--- src/rtl/atr_regs.svh ---
// Register offsets, field positions and reset values of the angle readout
// How it works
// - Offset field keeps 11 or 9 delta LSBs
// - Parity bit 12 makes word odd
// - Offset flag set by turns read, cleared
// - Angle fields unsigned 12-bit, 4096 per turn
// - Bit 13 shows masked real-time undervoltage
// - Bit 14 shows any unmasked latched fault or caution
// - Fine word carries unrounded 15-bit angle
// - Crossing angle drives turns in low power
// - Upper delta read freezes lower delta word
// - Upper delta is sign-extended top 9 bits
// - Upper word bit 13 selects turns source
// - Lower delta is low 12 counter bits
// - Lower held flag set, clears on read
// - Turn angle is PLL, optional hysteresis
// - Five key writes unlock; key bits 15:1 read zero
// - Key bit 0 shows unlocked state
// - Faults stay latched until host clears
`ifndef ATR_REGS_SVH
`define ATR_REGS_SVH
`define ATR_TURNS_ADDR 8'h2C
`define ATR_FAULT_ADDR 8'h24
`define ATR_CAUTION_ADDR 8'h26
`define ATR_OFFSET_ADDR 8'h2E
`define ATR_ANGLE_ADDR 8'h30
`define ATR_FINE_ADDR 8'h32
`define ATR_CROSS_ADDR 8'h34
`define ATR_UPPER_ADDR 8'h36
`define ATR_LOWER_ADDR 8'h38
`define ATR_TURN_ADDR 8'h3A
`define ATR_KEY_ADDR 8'h3C
`define ATR_PARITY_BIT 12
`define ATR_UV_BIT 13
`define ATR_SEL_BIT 13
`define ATR_HELD1_BIT 13
`define ATR_EF_BIT 14
`define ATR_HELD_BIT 14
`define ATR_KEY0 8'h00
`define ATR_KEY1 8'h27
`define ATR_KEY2 8'h81
`define ATR_KEY3 8'h1F
`define ATR_KEY4 8'h77
`define ATR_SEL_RESET 1'b1
`define ATR_FLAG_W 12
`endif

--- src/rtl/atr_pkg.sv ---
// Types shared by the angle readout block
package atr_pkg;
	typedef enum logic [2:0] {
		ATR_K_IDLE,
		ATR_K_1,
		ATR_K_2,
		ATR_K_3,
		ATR_K_4,
		ATR_K_OPEN
	} atr_key_t;
endpackage

--- src/rtl/atr_readout.sv ---
// Angle, turns delta and access key readout registers
`timescale 1ns/1ps
`default_nettype none
`include "atr_regs.svh"
module atr_readout
	import atr_pkg::*;
(
	input wire logic CORE_CLK,
	input wire logic RST,
	input wire logic [7:0] REG_ADDR,
	input wire logic REG_RD,
	input wire logic REG_WR,
	input wire logic [15:0] REG_WDATA,
	output logic [15:0] REG_RDATA,
	output logic REG_RVALID,
	input wire logic [11:0] PLL_ANGLE,
	input wire logic [11:0] HYS_ANGLE,
	input wire logic TURNS_HYSTERESIS_CFG,
	input wire logic [14:0] FINE_ANGLE,
	input wire logic [11:0] CROSSING_ANGLE,
	input wire logic [20:0] TURNS_DELTA,
	input wire logic TURNS_45_MODE,
	input wire logic LOW_POWER,
	input wire logic UV_ANALOG,
	input wire logic UV_DIGITAL,
	input wire logic UV_ANALOG_MASK,
	input wire logic UV_DIGITAL_MASK,
	input wire logic [11:0] FAULT_EVENTS,
	input wire logic [11:0] FAULT_MASK,
	input wire logic [11:0] CAUTION_EVENTS,
	input wire logic [11:0] CAUTION_MASK,
	output logic TURNS_FROM_CROSSING,
	output logic UNLOCKED,
	output logic ERROR_SUMMARY
);

	// Odd parity over a word whose bit 12 is still zero
	function automatic logic [15:0] with_parity(input logic [15:0] w);
		logic [15:0] r;
		r = w;
		r[`ATR_PARITY_BIT] = ~(^w);
		return r;
	endfunction

	logic [`ATR_FLAG_W-1:0] fault_latched;
	logic [`ATR_FLAG_W-1:0] caution_latched;
	logic [10:0] offset_snap;
	logic offset_held;
	logic [11:0] lower_snap;
	logic lower_held;
	logic turns_source_select;
	atr_key_t key_state;
	atr_key_t next_key_state;

	// Address decode
	wire rd_turns = REG_RD && REG_ADDR == `ATR_TURNS_ADDR;
	wire rd_offset = REG_RD && REG_ADDR == `ATR_OFFSET_ADDR;
	wire rd_upper = REG_RD && REG_ADDR == `ATR_UPPER_ADDR;
	wire rd_lower = REG_RD && REG_ADDR == `ATR_LOWER_ADDR;
	wire wr_fault = REG_WR && REG_ADDR == `ATR_FAULT_ADDR;
	wire wr_caution = REG_WR && REG_ADDR == `ATR_CAUTION_ADDR;
	wire wr_upper = REG_WR && REG_ADDR == `ATR_UPPER_ADDR;
	wire wr_key = REG_WR && REG_ADDR == `ATR_KEY_ADDR;
	wire [7:0] key_byte = REG_WDATA[15:8];

	// Live status bits shared by several words
	wire undervoltage_flag = (UV_ANALOG && !UV_ANALOG_MASK) ||
		(UV_DIGITAL && !UV_DIGITAL_MASK);
	wire error_summary_flag = |(fault_latched & ~FAULT_MASK) ||
		|(caution_latched & ~CAUTION_MASK);
	wire unlocked_flag = key_state == ATR_K_OPEN;

	// Offset: 45-degree mode keeps only 9 bits, the rest read zero
	wire [10:0] offset_live = TURNS_45_MODE ?
		{2'h0, TURNS_DELTA[8:0]} : TURNS_DELTA[10:0];
	wire [10:0] offset_value = offset_held ? offset_snap : offset_live;
	wire [11:0] upper_field = {{3{TURNS_DELTA[20]}},
		TURNS_DELTA[20:12]};
	wire [11:0] lower_value = lower_held ? lower_snap :
		TURNS_DELTA[11:0];
	wire [11:0] processed_angle = PLL_ANGLE;
	wire [11:0] turn_angle = TURNS_HYSTERESIS_CFG ? HYS_ANGLE :
		PLL_ANGLE;

	// Readout words before parity; undefined bits stay zero
	wire [15:0] w_offset = {1'b0, offset_held, 3'h0, offset_value};
	wire [15:0] w_angle = {1'b0, error_summary_flag, undervoltage_flag,
		1'b0, processed_angle};
	wire [15:0] w_cross = {1'b0, error_summary_flag, undervoltage_flag,
		1'b0, CROSSING_ANGLE};
	wire [15:0] w_upper = {1'b0, error_summary_flag, turns_source_select,
		1'b0, upper_field};
	wire [15:0] w_lower = {1'b0, error_summary_flag, lower_held,
		1'b0, lower_value};
	wire [15:0] w_turn = {1'b0, error_summary_flag, undervoltage_flag,
		1'b0, turn_angle};
	wire [15:0] w_key = {8'h00, 7'h00, unlocked_flag};

	// Read multiplexer; fine, key, fault and caution words carry no parity bit
	wire [15:0] read_mux =
		REG_ADDR == `ATR_OFFSET_ADDR ? with_parity(w_offset) :
		REG_ADDR == `ATR_ANGLE_ADDR ? with_parity(w_angle) :
		REG_ADDR == `ATR_FINE_ADDR ? {1'b0, FINE_ANGLE} :
		REG_ADDR == `ATR_CROSS_ADDR ? with_parity(w_cross) :
		REG_ADDR == `ATR_UPPER_ADDR ? with_parity(w_upper) :
		REG_ADDR == `ATR_LOWER_ADDR ? with_parity(w_lower) :
		REG_ADDR == `ATR_TURN_ADDR ? with_parity(w_turn) :
		REG_ADDR == `ATR_KEY_ADDR ? w_key :
		REG_ADDR == `ATR_FAULT_ADDR ? {4'h0, fault_latched} :
		REG_ADDR == `ATR_CAUTION_ADDR ? {4'h0, caution_latched} :
		16'h0000;

	// Read answer, one cycle after the strobe
	always_ff @(posedge CORE_CLK or posedge RST) begin
		if (RST) begin
			REG_RDATA <= 16'h0000;
			REG_RVALID <= 1'b0;
		end else begin
			REG_RVALID <= REG_RD;
			REG_RDATA <= REG_RD ? read_mux : 16'h0000;
		end
	end

	// Latched faults: a new event wins over a clear in the same cycle
	wire [11:0] next_fault = (fault_latched &
		~(wr_fault ? REG_WDATA[11:0] : 12'h000)) | FAULT_EVENTS;
	wire [11:0] next_caution = (caution_latched &
		~(wr_caution ? REG_WDATA[11:0] : 12'h000)) | CAUTION_EVENTS;
	always_ff @(posedge CORE_CLK or posedge RST) begin
		if (RST) begin
			fault_latched <= 12'h000;
			caution_latched <= 12'h000;
		end else begin
			fault_latched <= next_fault;
			caution_latched <= next_caution;
		end
	end

	// Offset snapshot taken when the turns word is read
	always_ff @(posedge CORE_CLK or posedge RST) begin
		if (RST) begin
			offset_snap <= 11'h000;
			offset_held <= 1'b0;
		end else if (rd_turns) begin
			offset_snap <= offset_live;
			offset_held <= 1'b1;
		end else if (rd_offset) begin
			offset_held <= 1'b0;
		end
	end

	// Lower delta frozen by an upper read so both halves match;
	// a host that reads lower first gets the live, unheld value
	always_ff @(posedge CORE_CLK or posedge RST) begin
		if (RST) begin
			lower_snap <= 12'h000;
			lower_held <= 1'b0;
		end else if (rd_upper) begin
			lower_snap <= TURNS_DELTA[11:0];
			lower_held <= 1'b1;
		end else if (rd_lower) begin
			lower_held <= 1'b0;
		end
	end

	// Turns source select; resets to the recommended PLL source
	always_ff @(posedge CORE_CLK or posedge RST) begin
		if (RST) begin
			turns_source_select <= `ATR_SEL_RESET;
		end else if (wr_upper) begin
			turns_source_select <= REG_WDATA[`ATR_SEL_BIT];
		end
	end

	// Key sequence; a wrong byte restarts, 0x00 counting as first
	wire restart = key_byte == `ATR_KEY0;
	always_comb begin
		next_key_state = key_state;
		if (wr_key) begin
			case (key_state)
				ATR_K_IDLE: next_key_state = restart ? ATR_K_1 : ATR_K_IDLE;
				ATR_K_1: next_key_state = key_byte == `ATR_KEY1 ? ATR_K_2 :
					restart ? ATR_K_1 : ATR_K_IDLE;
				ATR_K_2: next_key_state = key_byte == `ATR_KEY2 ? ATR_K_3 :
					restart ? ATR_K_1 : ATR_K_IDLE;
				ATR_K_3: next_key_state = key_byte == `ATR_KEY3 ? ATR_K_4 :
					restart ? ATR_K_1 : ATR_K_IDLE;
				ATR_K_4: next_key_state = key_byte == `ATR_KEY4 ? ATR_K_OPEN :
					restart ? ATR_K_1 : ATR_K_IDLE;
				ATR_K_OPEN: next_key_state = ATR_K_OPEN; // Held until reset
				default: next_key_state = ATR_K_IDLE;
			endcase
		end
	end
	always_ff @(posedge CORE_CLK or posedge RST) begin
		if (RST) begin
			key_state <= ATR_K_IDLE;
		end else begin
			key_state <= next_key_state;
		end
	end

	// Registered status outputs
	always_ff @(posedge CORE_CLK or posedge RST) begin
		if (RST) begin
			TURNS_FROM_CROSSING <= 1'b1;
			UNLOCKED <= 1'b0;
			ERROR_SUMMARY <= 1'b0;
		end else begin
			TURNS_FROM_CROSSING <= LOW_POWER || !turns_source_select;
			UNLOCKED <= unlocked_flag;
			ERROR_SUMMARY <= error_summary_flag;
		end
	end

	logic [7:0] last_addr;
	always_ff @(posedge CORE_CLK or posedge RST) begin
		if (RST) begin
			last_addr <= 8'h00;
		end else if (REG_RD) begin
			last_addr <= REG_ADDR;
		end
	end
	wire par_word = REG_RVALID && last_addr != `ATR_FINE_ADDR &&
		last_addr != `ATR_KEY_ADDR && last_addr != `ATR_FAULT_ADDR &&
		last_addr != `ATR_CAUTION_ADDR && last_addr[7:4] >= 4'h2 &&
		last_addr <= `ATR_TURN_ADDR && last_addr >= `ATR_OFFSET_ADDR;

	// Helper decodes for the word-level checks
	wire ef_word = REG_ADDR == `ATR_ANGLE_ADDR ||
		REG_ADDR == `ATR_CROSS_ADDR || REG_ADDR == `ATR_UPPER_ADDR ||
		REG_ADDR == `ATR_LOWER_ADDR || REG_ADDR == `ATR_TURN_ADDR;
	wire mapped = ef_word || REG_ADDR == `ATR_OFFSET_ADDR ||
		REG_ADDR == `ATR_FINE_ADDR || REG_ADDR == `ATR_KEY_ADDR ||
		REG_ADDR == `ATR_FAULT_ADDR || REG_ADDR == `ATR_CAUTION_ADDR;
endmodule
`default_nettype wire

--- config.mk ---
export PLATFORM = sky130hd
export DESIGN_NAME = atr_readout
export DESIGN_NICKNAME = d
export VERILOG_FILES = /design/src/rtl/atr_pkg.sv /design/src/rtl/atr_readout.sv
export VERILOG_INCLUDE_DIRS = /design/src /design/src/rtl
export SDC_FILE = /design/constraint.sdc
export NUM_CORES = 1
export LEC_CHECK = 0
export CAP_MARGIN = 20
export CORE_MARGIN = 1
export CORE_UTILIZATION = 40
export DETAILED_ROUTE_END_ITERATION = 8
export DONT_BUFFER_PORTS = 1
export SYNTH_ARGS = -nofsm -noshare
export SYNTH_HDL_FRONTEND = slang
export SYNTH_SLANG_ARGS = --single-unit
--- constraint.sdc ---
create_clock -name CORE_CLK -period 2.34 [get_ports CORE_CLK]
set_input_delay 0.117 -clock CORE_CLK [delete_from_list [all_inputs] [get_ports CORE_CLK]]
set_output_delay 0.117 -clock CORE_CLK [all_outputs]
set_load 0.01 [all_outputs]
# --- Word-level counts from Yosys, hierarchy flattened ---
# Cells that the tools add are included.
totals:
  ff_bits: 72
  latchBits: 0
  ram_bits: 0
  romBits: 0
  in_bits: 155
  out_inout_bits: 20
  word_cells: 104
  n_memories: 0
classes:
  addsub: 0
  multipliers: 0
  n_div: 0
  magnitude_cmp: 0
  eq_ne: 20
  shift: 0
  n_mux: 27
  bitwise_logic: 16
  reduce_logical: 28
ops:
  columns: ["operator", "n"]
  rows:
  - ["$mux 15", 8]
  - ["$eq 8x6->1 const B", 12]
  - ["$reduce_xor 16->1", 6]
  - ["$mux 12", 7]
  - ["$and 12x12->12", 4]
  - ["$not 12->12", 4]
  - ["$or 12x12->12", 2]
  - ["$reduce_or 12->1", 2]
  - ["$mux 11", 2]
  - ["$pmux 3 s6", 1]
  - ["$mux 3", 4]
  - ["$logic_and 1x1->1", 10]
  - ["$eq 8x5->1 const B", 1]
  - ["$eq 8x7->1 const B", 1]
  - ["$eq 8x8->1 const B", 1]
  - ["$logic_not 8->1", 1]
  - ["$eq 3x2->1 const B", 2]
  - ["$eq 3x3->1 const B", 2]
  - ["$not 1->1", 6]
  - ["$mux 1", 5]
  - ["$reduce_bool 2->1", 2]
  - ["$eq 3x1->1 const B", 1]
  - ["$logic_not 1->1", 3]
  - ["$logic_not 3->1", 1]
  - ["$logic_or 1x1->1", 3]

# --- Longest topological paths before layout ---
# Gate-level depths: netlist of run 1.
logic_depth:
  word_depth: 14
  depth_mapped: 9
  depth_no_buf: 8

# --- Worst setup path before layout of run 1 ---
# OpenSTA, ideal clock, no wires.
synth_path:
  path_kind: "register to register"
  startpoint: "register fault_latched[4]"
  endpoint: "register REG_RDATA[12]"
  setup_ns: 0.134
  arrival_time_ns: 1.721
  t_required_ns: 2.206
  path_slack_ns: 0.485
  path_stages_with_launch: 10
  path_buffers: 1
  synth_period_minus_slack_ns: 1.855
  path_cell_list: "dfrtp_1 -> inv_1 -> o22ai_1 -> nor4_1 -> and3_1 -> buf_2 -> xor2_1 -> xnor2_1 -> a311oi_1 -> o211ai_1"
synth_via:
  elab_chain_cells: 13
  elab_cells_between_ends: 21
  cone_classes: "mux: 8; bitwise: 6; reduce/logical: 7"
synth_lines:
  columns: ["item", "line_no", "text"]
  rows:
  - ["from (decl)", "atr_readout.sv:45", "logic [`ATR_FLAG_W-1:0] fault_latched;"]
  - ["from (signal assigned)", "atr_readout.sv:134", "fault_latched <= next_fault;"]
  - ["$and 12x12->12 (*)", "atr_readout.sv:69", "wire error_summary_flag = |(fault_latched & ~FAULT_MASK) ||"]
  - ["$reduce_or 12->1 (*)", "atr_readout.sv:69", null]
  - ["$logic_or 1x1->1 (*)", "atr_readout.sv:69", null]
  - ["$reduce_xor 16->1", "atr_readout.sv:41", "r[`ATR_PARITY_BIT] = ~(^w);"]
  - ["$not 1->1", "atr_readout.sv:41", null]
  - ["$mux 15", "atr_readout.sv:107", "REG_ADDR == `ATR_TURN_ADDR ? with_parity(w_turn) :"]
  - ["$mux 15", "atr_readout.sv:106", "REG_ADDR == `ATR_LOWER_ADDR ? with_parity(w_lower) :"]
  - ["$mux 15", "atr_readout.sv:105", "REG_ADDR == `ATR_UPPER_ADDR ? with_parity(w_upper) :"]
  - ["$mux 15", "atr_readout.sv:104", "REG_ADDR == `ATR_CROSS_ADDR ? with_parity(w_cross) :"]
  - ["$mux 15", "atr_readout.sv:103", "REG_ADDR == `ATR_FINE_ADDR ? {1'b0, FINE_ANGLE} :"]
  - ["$mux 15 (*)", "atr_readout.sv:102", "REG_ADDR == `ATR_ANGLE_ADDR ? with_parity(w_angle) :"]
  - ["$mux 15 (*)", "atr_readout.sv:101", "REG_ADDR == `ATR_OFFSET_ADDR ? with_parity(w_offset) :"]
  - ["$mux 15 (*)", "atr_readout.sv:120", "REG_RDATA <= REG_RD ? read_mux : 16'h0000;"]
  - ["to (signal assigned)", "atr_readout.sv:120", null]
  - ["to (decl)", "atr_readout.sv:14", "output logic [15:0] REG_RDATA,"]
# Mark *: on every way between the ends. The rest lies on a longest branch, timed or not.
# A chain may end at the register's enable or synchronous reset.

# --- Worst setup path in the final report of run 1 ---
layout_path:
  startpoint: "register fault_latched[3]"
  endpoint: "register REG_RDATA[12]"
# Same word-level chain as after synthesis.

==> results.ini, run 1 <==
[layout]
mostFrequentLayoutCell=dfrtp_1
fin_util_pct=51.5
diodes=0
final_cell_mix=dfrtp_1 (70), dlygate4sd3_1 (68), xnor2_1 (60)
drive_above_1_share_pct=14.5
fin_nets=755
syn2layout_area_growth_pct=23.6

[sta]
setup_tns_ns=0
report.final.slew_viol_count=0
period_share_pct=90.2
worst_pin_slew_ns=0.727
rsz0062_at_grt=no
clock.fmax_mhz=474
period_needed_ns=2.11
relSlewSlack_pct=51.3
finalHoldViolCount=0
fin_skew_ns=0.00520
setup_slack_ns=0.230
setup_viol=0

[pwr]
powerDensity_mw_per_mm2=522
ir_drop_mv=0.296
leakagePower_nw=2.52

[routing]
routed_wl_um=18100
drc_errors=0
antenna_left=0
num_vias=4573
wl_per_cell_um=23.4
vias_per_cell=5.92
drt-pass1-iter-count=7
drt_iter0_markers=425

[yosys]
synth_top_family_by_area=compound AO/OA/AOI/OAI gates
ys.flop_type=dfrtp_1
ys_types=58
synth_edf_count=0
netlist_area_mm2=0.00506
yosysTopAreaCellShare_pct=34.6
async_flop_share_pct=100
syn_avg_cell_area_um2=9.61
yosys.area_share.simple_pct=13.1
synth_nets=682
ys_seq_area_share_pct=35.6
synthAdderAreaFrac_pct=0
yosys-top-cells-area=dfrtp_1 (35%), xnor2_1 (10%), mux2_2 (8.9%)
yosys.area.top_type=dfrtp_1
syn_inst=527
synth-compound-area-share_pct=18.2
ys_warn_count=0
synth_seq_cells=72
synth-xor-area-share_pct=14.0
muxShareOfSynthArea_pct=14.0

[global_routing]
grt_antenna_before_repair=0
grtUsageTotal_pct=28.2
grt_pass1_vias=4674
busiest_layer=met2
grt_start_max_net_pins=32
grt_pass1_wl_um=27300
use_met2_pct=46.5
grtUsageMet1_pct=35.1
globalRouteMet3Util_pct=9.32
gr-total-overflow=0

[floorplanning]
rows=40
die_y_um=115
start_util_pct=41.6
die-area_mm2=0.0131
die_w_um=115
ios=175
coreArea_mm2=0.0122

[critical_path]
start_kind=flip-flop
cp.required_ns=2.56
startpoint=fault_latched[3]$_DFF_PP0_
cp-end-kind=flip-flop
path_class=reg -> reg
reg2reg_from=fault_latched[3]$_DFF_PP0_
critical_path_buf_inv_count=1
arrival_ns=2.33
critical_path_peak_fanout=5
crit_chain=inv_1 -> o22ai_1 -> nor4_1 -> and3_2 -> xor2_1 -> xnor2_1 -> a311oi_1 -> o211ai_1
crit_family=simple AND/OR/NAND/NOR gates
cp_slowest_stage_delay_ns=0.40
crit_slowest_cell=dfrtp_1

[clock_tree]
cts_buffers=9
clock_latency_ns=0.34
post_cts_buffers=0
cts.clk_slew.worst_paths_ns=0.06
htreeDepth=3
cts-root-buf=clkbuf_16
cts_buffer_depth=2
tritoncts=done
clock-sinks=72

[job]
drv_cap=0

[place]
dp_slack_ns=0.231
dp_hpwl_um=13500
globalplace.congestion=0.891
portBuffers=0

[hold_path]
hp-start=PLL_ANGLE[8]
min_path_type=in -> reg

[outcome]
status=completed

==> worst reg2reg max path, stage by stage, from the launching register on <==
cell      delay (ns)
dfrtp_1         0.40
inv_1           0.07
o22ai_1         0.12
nor4_1          0.26
and3_2          0.32
xor2_1          0.30
xnor2_1         0.12
a311oi_1        0.28
o211ai_1        0.13
==> through the flow <==
step	total power (W)	cell area (um^2)	instances	hold WS [ns]
3_5_place_dp	0.00188	5290	689	0.0622
4_1_cts	0.00329	6260	773	0.00996
2_1_floorplan	0.00179	5060	527	0.148
6_report	0.00327	6260	773	0.0205
5_1_grt	0.00341	6260	773	0.0258
3_3_place_gp	0.00187	5290	689	0.0507
==> per-layer routing <==
metal / wire length [um] / up-vias
met2: 8810 / 243
li1: - / 2054
met4: 304 / 0
met3: 1980 / 29
met1: 7010 / 2247
met5: 0 / -
==> where the power goes <==
part | leakage (nW) | internal [W] | switching [W] | total [W]
Sequential | 0.861 | 0.00127 | 0.0000350 | 0.00131
Combinational | 1.52 | 0.000351 | 0.000273 | 0.000624
Clock | 0.145 | 0.000800 | 0.000538 | 0.00134
==> logic make-up (layout without fill, tap and decap cells) <==
| logic type | count (synthesis) | count (layout) |
|---|---|---|
| buffers and inverters | 54 | 132 |
| flip-flops | 72 | 72 |
| AO/OA/AOI/OAI | 127 | 127 |
| XOR/XNOR | 77 | 77 |
| multiplexers | 66 | 66 |
| AND/OR/NAND/NOR | 130 | 130 |
| other | 1 | 1 |
==> cell type report <==
class | count | area [um^2]
inverter | 29 | 109
fill | 1104 | 5900
clock inverter | 3 | 15.0
timing repair buffer | 87 | 823
multi-input combinational | 401 | 3030
tap | 168 | 210
sequential | 72 | 1800
clock buffer | 13 | 270
==> worst paths after layout <==
path	cells after the start	end	slack, ns
setup reg to reg	8	REG_RDATA[12]$_DFF_PP0_	0.23
max in group asynchronous	3	REG_RVALID$_DFF_PP0_	1.26
hold / removal	3	REG_RDATA[8]$_DFF_PP0_	0.02
setup / recovery	8	REG_RDATA[12]$_DFF_PP0_	0.23
hold reg to reg	1	offset_snap[9]$_DFFE_PP0P_	0.51
min in group asynchronous	2	offset_snap[9]$_DFFE_PP0P_	0.26
==> state kept, by name (all words and copies together), names as in the netlist <==
signal               flops
ERROR_SUMMARY            1
REG_RDATA               15
REG_RVALID               1
TURNS_FROM_CROSSING      1
UNLOCKED                 1
caution_latched         12
fault_latched           12
key_state                3
lower_held               1
lower_snap              12
offset_held              1
offset_snap             11
turns_source_select      1
==> cells in the mapped netlist, types with 3 or more instances <==
master / count
nand4_1: 3
xor2_1: 14
and2_1: 7
clkbuf_1: 5
nor2b_1: 9
nor4_1: 8
a222oi_1: 10
o21ai_0: 21
a221oi_1: 10
and3_1: 4
inv_1: 29
a221o_1: 5
dfrtp_1: 70
o2bb2ai_1: 4
nand3_1: 9
nand2b_1: 3
buf_6: 3
a21oi_1: 12
nand2_1: 54
buf_2: 11
o22ai_1: 16
nor2_1: 18
mux2i_1: 26
and4_1: 3
xnor2_1: 60
o211ai_1: 3
buf_1: 3
a31oi_1: 4
a21o_1: 25
mux2_2: 40
==> repair_timing <==
action,in CTS,in global routing
endpoints found under the hold margin,81,0
hold buffers,68,0
setup endpoints to repair,0,1
gates resized for setup,0,1
Note: power is estimated with default switching activity, not from simulation.
==> inputs of run 2 (changes only) <==
==> constraint.sdc (replaced) <==
create_clock -name CORE_CLK -period 2.34 [get_ports CORE_CLK]
set_input_delay 0.468 -clock CORE_CLK [delete_from_list [all_inputs] [get_ports CORE_CLK]]
set_output_delay 0.468 -clock CORE_CLK [all_outputs]
set_load 0.01 [all_outputs]
==> results.ini, run 2 (same netlist as run 1, synthesis figures left out) <==
[global_routing]
grtUsageTotal_pct=25.8  ; was 28.2%
grt_pass1_wl_um=24600  ; was 27300 um
grt_start_max_net_pins=43  ; was 32
grt_pass1_vias=4279  ; was 4674
gr-total-overflow=0  ; unchanged
grt_antenna_before_repair=0  ; unchanged

[critical_path]
cp.required_ns=2.56  ; about the same
cp-end-kind=flip-flop  ; unchanged
critical_path_peak_fanout=5  ; unchanged
arrival_ns=2.38  ; was 2.33 ns
start_kind=flip-flop  ; unchanged
path_class=reg -> reg  ; unchanged

[clock_tree]
cts_buffers=9  ; unchanged
clock-sinks=72  ; unchanged
cts_buffer_depth=2  ; unchanged
cts.clk_slew.worst_paths_ns=0.06  ; about the same
clock_latency_ns=0.35  ; was 0.34 ns
tritoncts=done  ; unchanged
holdBufCountCts=0  ; was 68
cts-resized-gates=0  ; unchanged
htreeDepth=3  ; unchanged
post_cts_buffers=0  ; unchanged
cts-root-buf=clkbuf_16  ; unchanged

[pwr]
ir_drop_mv=0.308  ; was 0.296 mV
leakagePower_nw=2.29  ; was 2.52 nW
powerDensity_mw_per_mm2=559  ; was 522 mW/mm^2

[layout]
mostFrequentLayoutCell=dfrtp_1  ; unchanged
diodes=0  ; unchanged
max_flop_register=REG_RDATA  ; unchanged
fillers=1177  ; was 1104
largest_reg_flops=15  ; unchanged
drive_above_1_share_pct=16.0  ; was 14.5%
final_cell_mix=dfrtp_1 (69), xnor2_1 (60), nand2_1 (54)  ; was dfrtp_1 (70), dlygate4sd3_1 (68), xnor2_1 (60)
fin_nets=688  ; was 755
syn2layout_area_growth_pct=9.98  ; was 23.6%

[sta]
relSlewSlack_pct=53.1  ; was 51.3%
hold-worst-slack_ns=0.121  ; was 0.0205 ns
rsz0062_at_grt=no  ; unchanged
clock.fmax_mhz=464  ; was 474 MHz
setup_tns_ns=0  ; unchanged
period_share_pct=92.0  ; was 90.2%
finalHoldViolCount=0  ; unchanged
fin_skew_ns=0.00750  ; was 0.00520 ns
worst_pin_slew_ns=0.703  ; was 0.727 ns
setup_viol=0  ; unchanged
period_needed_ns=2.15  ; was 2.11 ns
report.final.slew_viol_count=0  ; unchanged

[place]
dp_hpwl_um=13400  ; was 13500 um
globalplace.congestion=0.884  ; was 0.891
portBuffers=0  ; unchanged

[floorplanning]
die-area_mm2=0.0131  ; unchanged
ios=175  ; unchanged
start_util_pct=41.6  ; unchanged
rows=40  ; unchanged
die_w_um=115  ; unchanged
die_y_um=115  ; unchanged
coreArea_mm2=0.0122  ; unchanged

[routing]
wl_per_cell_um=23.4  ; about the same
routed_wl_um=16500  ; was 18100 um
drc_errors=0  ; unchanged
drt-pass1-iter-count=5  ; was 7
num_vias=4191  ; was 4573
vias_per_cell=5.95  ; was 5.92
antenna_left=0  ; unchanged
drt_iter0_markers=301  ; was 425

[job]
drv_cap=0  ; unchanged

[outcome]
status=completed  ; unchanged

[hold_path]
min_path_type=in -> async  ; was in -> reg

run 2: where the power goes:
part / leakage, nW / switching, W / internal (W)
clock: 0.126 / 0.000516 / 0.000733
combinational: 1.31 / 0.000253 / 0.000302
sequential: 0.859 / 0.0000343 / 0.00127
run 2: metal layers:
layer  part of all wire (%)  global-route usage, %
met1                     40                   31.6
met2                     46                   40.2
met3                     10                   10.2
met4                    2.9                   11.0
met5                      0                      0
run 2: final cells by class:
| class | instances | area, um^2 | share of cell area (%) |
|---|---|---|---|
| Timing Repair Buffer | 20 | 163 | 2.92 |
| Inverter | 29 | 109 | 1.95 |
| Tap cell | 168 | 210 | 3.77 |
| Sequential cell | 72 | 1810 | 32.4 |
| Clock inverter | 1 | 5.00 | 0.0898 |
| Multi-Input combinational cell | 401 | 3030 | 54.4 |
| Clock buffer | 13 | 250 | 4.49 |
run 2: path summary, 6_finish.rpt:
path                                                     to                         from  cells after the start  slack [ns]
worst max-delay path                REG_RDATA[12]$_DFF_PP0_   fault_latched[4]$_DFF_PP0_                      8        0.19
worst min-delay path                     UNLOCKED$_DFF_PP0_                          RST                      1        0.12
worst max register to register      REG_RDATA[12]$_DFF_PP0_   fault_latched[4]$_DFF_PP0_                      8        0.19
worst min register to register  fault_latched[11]$_DFF_PP0_  fault_latched[11]$_DFF_PP0_                      1        0.50
max in group asynchronous            lower_held$_DFFE_PP0P_                          RST                      2        1.55
min in group CORE_CLK                  REG_RVALID$_DFF_PP0_                       REG_RD                      0        0.15
run 2: critical path: stages, from the launching register on:
cell,delay (ns)
dfrtp_1,0.41
inv_1,0.06
o22ai_1,0.11
nor4_1,0.28
and3_2,0.34
xor2_1,0.28
xnor2_1,0.12
a311oi_1,0.29
o211ai_1,0.13
run 2: metrics by stage:
step	std cells	instance area, um^2	util, %	total power [W]	worst slack [ns]
global route	704	5570	45.8	0.00323	0.0442
finish	704	5570	45.8	0.00311	0.187
global placement	690	5310	43.7	0.00187	0.147
floorplan	527	5060	-	0.00179	0.0504
CTS	704	5570	45.8	0.00313	0.128
detailed placement	690	5310	43.7	0.00188	0.0559
==> inputs of run 3 (changes only) <==
--- a/config.mk
+++ b/config.mk
@@ -9,6 +9,7 @@
 export CAP_MARGIN = 20
 export CORE_MARGIN = 1
 export CORE_UTILIZATION = 40
+export CTS_CLUSTER_SIZE = 25
 export DETAILED_ROUTE_END_ITERATION = 8
 export DONT_BUFFER_PORTS = 1
 export SYNTH_ARGS = -nofsm -noshare
==> constraint.sdc (replaced) <==
create_clock -name CORE_CLK -period 2.2 [get_ports CORE_CLK]
set_input_delay 0.44 -clock CORE_CLK [delete_from_list [all_inputs] [get_ports CORE_CLK]]
set_output_delay 0.44 -clock CORE_CLK [all_outputs]
set_load 0.01 [all_outputs]
==> results.ini, run 3 (same netlist as run 1, synthesis figures left out) <==
[layout]
diodes=0  ; unchanged
largest_reg_flops=15  ; unchanged
mostFrequentLayoutCell=dfrtp_1  ; unchanged
fin_nets=699  ; was 688
syn2layout_area_growth_pct=12.5  ; was 9.98%
fin_util_pct=46.9  ; was 45.8%
fin_cells=717  ; was 704
drive_above_1_share_pct=18.0  ; was 16.0%
final_cell_mix=dfrtp_1 (70), xnor2_1 (60), nand2_1 (54)  ; was dfrtp_1 (69), xnor2_1 (60), nand2_1 (54)
max_flop_register=REG_RDATA  ; unchanged
fillers=1116  ; was 1177

[critical_path]
start_kind=flip-flop  ; unchanged
arrival_ns=2.33  ; was 2.38 ns
reg2reg_from=fault_latched[4]$_DFF_PP0_  ; unchanged
critical_path_peak_fanout=5  ; unchanged
path_class=reg -> reg  ; unchanged
cp-end-kind=flip-flop  ; unchanged
cp.required_ns=2.47  ; was 2.56 ns
startpoint=fault_latched[4]$_DFF_PP0_  ; unchanged

[global_routing]
grt_pass1_wl_um=25000  ; was 24600 um
grt_start_max_net_pins=43  ; unchanged
grt_pass1_vias=4216  ; was 4279
grtUsageTotal_pct=26.2  ; was 25.8%
grt_antenna_before_repair=0  ; unchanged
gr-total-overflow=0  ; unchanged

[clock_tree]
holdBufCountCts=0  ; unchanged
cts_buffers=9  ; unchanged
cts-root-buf=clkbuf_16  ; unchanged
cts_buffer_depth=2  ; unchanged
clock_latency_ns=0.35  ; about the same
clock-sinks=72  ; unchanged
htreeDepth=3  ; unchanged
tritoncts=done  ; unchanged
cts.clk_slew.worst_paths_ns=0.06  ; about the same

[floorplanning]
die_w_um=115  ; unchanged
start_util_pct=41.6  ; unchanged
coreArea_mm2=0.0122  ; unchanged
die-area_mm2=0.0131  ; unchanged
die_y_um=115  ; unchanged
rows=40  ; unchanged
ios=175  ; unchanged

[routing]
routed_wl_um=16800  ; was 16500 um
wl_per_cell_um=23.5  ; was 23.4 um
drc_errors=0  ; unchanged
vias_per_cell=5.93  ; was 5.95
drt_iter0_markers=399  ; was 301
antenna_left=0  ; unchanged
num_vias=4249  ; was 4191
drt-pass1-iter-count=7  ; was 5

[place]
globalplace.congestion=0.865  ; was 0.884
dp_slack_ns=-0.0559  ; was 0.0559 ns
dp_hpwl_um=13500  ; was 13400 um
place_inst=701  ; was 690
portBuffers=0  ; unchanged

[outcome]
status=completed  ; unchanged

[pwr]
p_sw_share_pct=25.9  ; was 25.8%
leakagePower_nw=2.35  ; was 2.29 nW
seqPwrFrac_pct=40.5  ; was 42.0%
p_sw_w=0.000887  ; was 0.000803 W
total_power_w=0.00343  ; was 0.00311 W
internal_power_w=0.00254  ; was 0.00231 W
p_clk_share_pct=41.9  ; was 40.1%
powerDensity_mw_per_mm2=601  ; was 559 mW/mm^2
combPwrFrac_pct=17.6  ; was 17.8%
ir_drop_mv=0.257  ; was 0.308 mV

[sta]
fin_skew_ns=0.00577  ; was 0.00750 ns
worst_pin_slew_ns=0.727  ; was 0.703 ns
setup_slack_ns=0.142  ; was 0.187 ns
setup_viol=0  ; unchanged
clock.fmax_mhz=486  ; was 464 MHz
hold-worst-slack_ns=0.0741  ; was 0.121 ns
rsz0062_at_grt=no  ; unchanged
relSlewSlack_pct=51.4  ; was 53.1%
report.final.slew_viol_count=0  ; unchanged
period_needed_ns=2.06  ; was 2.15 ns
period_share_pct=93.5  ; was 92.0%
finalHoldViolCount=0  ; unchanged

[job]
drv_cap=0  ; unchanged

[hold_path]
min_path_type=in -> async  ; unchanged

## run 3: changes by cell type in the layout (fill, tap and decap cells not counted), sizes merged
| cell | delta |
|---|---|
| clkinv | -1 |
| clkbuf | +3 |
| inv | -1 |
| buf | +11 |
| clkinvlp | +1 |
## run 3: final cells by class
| cell class | count | area [um^2] | area share, % |
|---|---|---|---|
| Clock buffer | 16 | 282 | 4.94 |
| Inverter | 29 | 113 | 1.98 |
| Multi-Input combinational cell | 401 | 3050 | 53.4 |
| Sequential cell | 72 | 1800 | 31.7 |
| Tap cell | 168 | 210 | 3.69 |
| Timing Repair Buffer | 31 | 245 | 4.30 |
## run 3: worst paths after layout
check	to	slack (ns)	cells after the start
worst max-delay path	REG_RDATA[12]$_DFF_PP0_	0.14	8
max in group asynchronous	REG_RDATA[14]$_DFF_PP0_	1.48	2
worst min-delay path	UNLOCKED$_DFF_PP0_	0.07	1
worst min register to register	lower_held$_DFFE_PP0P_	0.51	2
min in group CORE_CLK	REG_RVALID$_DFF_PP0_	0.12	0
worst max register to register	REG_RDATA[12]$_DFF_PP0_	0.14	8
## run 3: layer usage
layer	up-vias	wire [um]	track usage [%]
li1	1932	-	-
met1	2060	6660	32.6
met2	228	7870	40.4
met3	29	1870	10.9
met4	0	432	9.78
met5	-	0	0
## run 3: what timing repair did
| action | 4_1_cts | 5_1_grt |
|---|---|---|
| setup endpoints to repair | 0 | 1 |
| buffers inserted | 0 | 0 |
| gates resized for setup | 0 | 4 |
| endpoints found under the hold margin | 0 | 0 |
## run 3: critical path, stage by stage (launching register included)
cell      delay, ns
dfrtp_1        0.41
inv_1          0.06
o22ai_1        0.11
nor4_1         0.30
and3_4         0.30
xnor3_1        0.42
nor3_2         0.12
a311oi_1       0.07
o211ai_1       0.18
## run 3: power groups by stage
stage / registers, W / logic [W] / clock network (W)
2_1_floorplan: 0.00140 / 0.000509 / 0
3_3_place_gp: 0.00141 / 0.000588 / 0
3_5_place_dp: 0.00141 / 0.000594 / 0
4_1_cts: 0.00139 / 0.000599 / 0.00144
5_1_grt: 0.00139 / 0.000652 / 0.00149
6_report: 0.00139 / 0.000603 / 0.00144
## run 3: metrics by stage
| stage | instance area, um^2 | TNS (ns) |
|---|---|---|
| 2_1_floorplan | 5070 | 0 |
| 3_3_place_gp | 5400 | 0 |
| 3_5_place_dp | 5400 | -0.0559 |
| 4_1_cts | 5680 | 0 |
| 5_1_grt | 5700 | 0 |
| 6_report | 5700 | 0 |
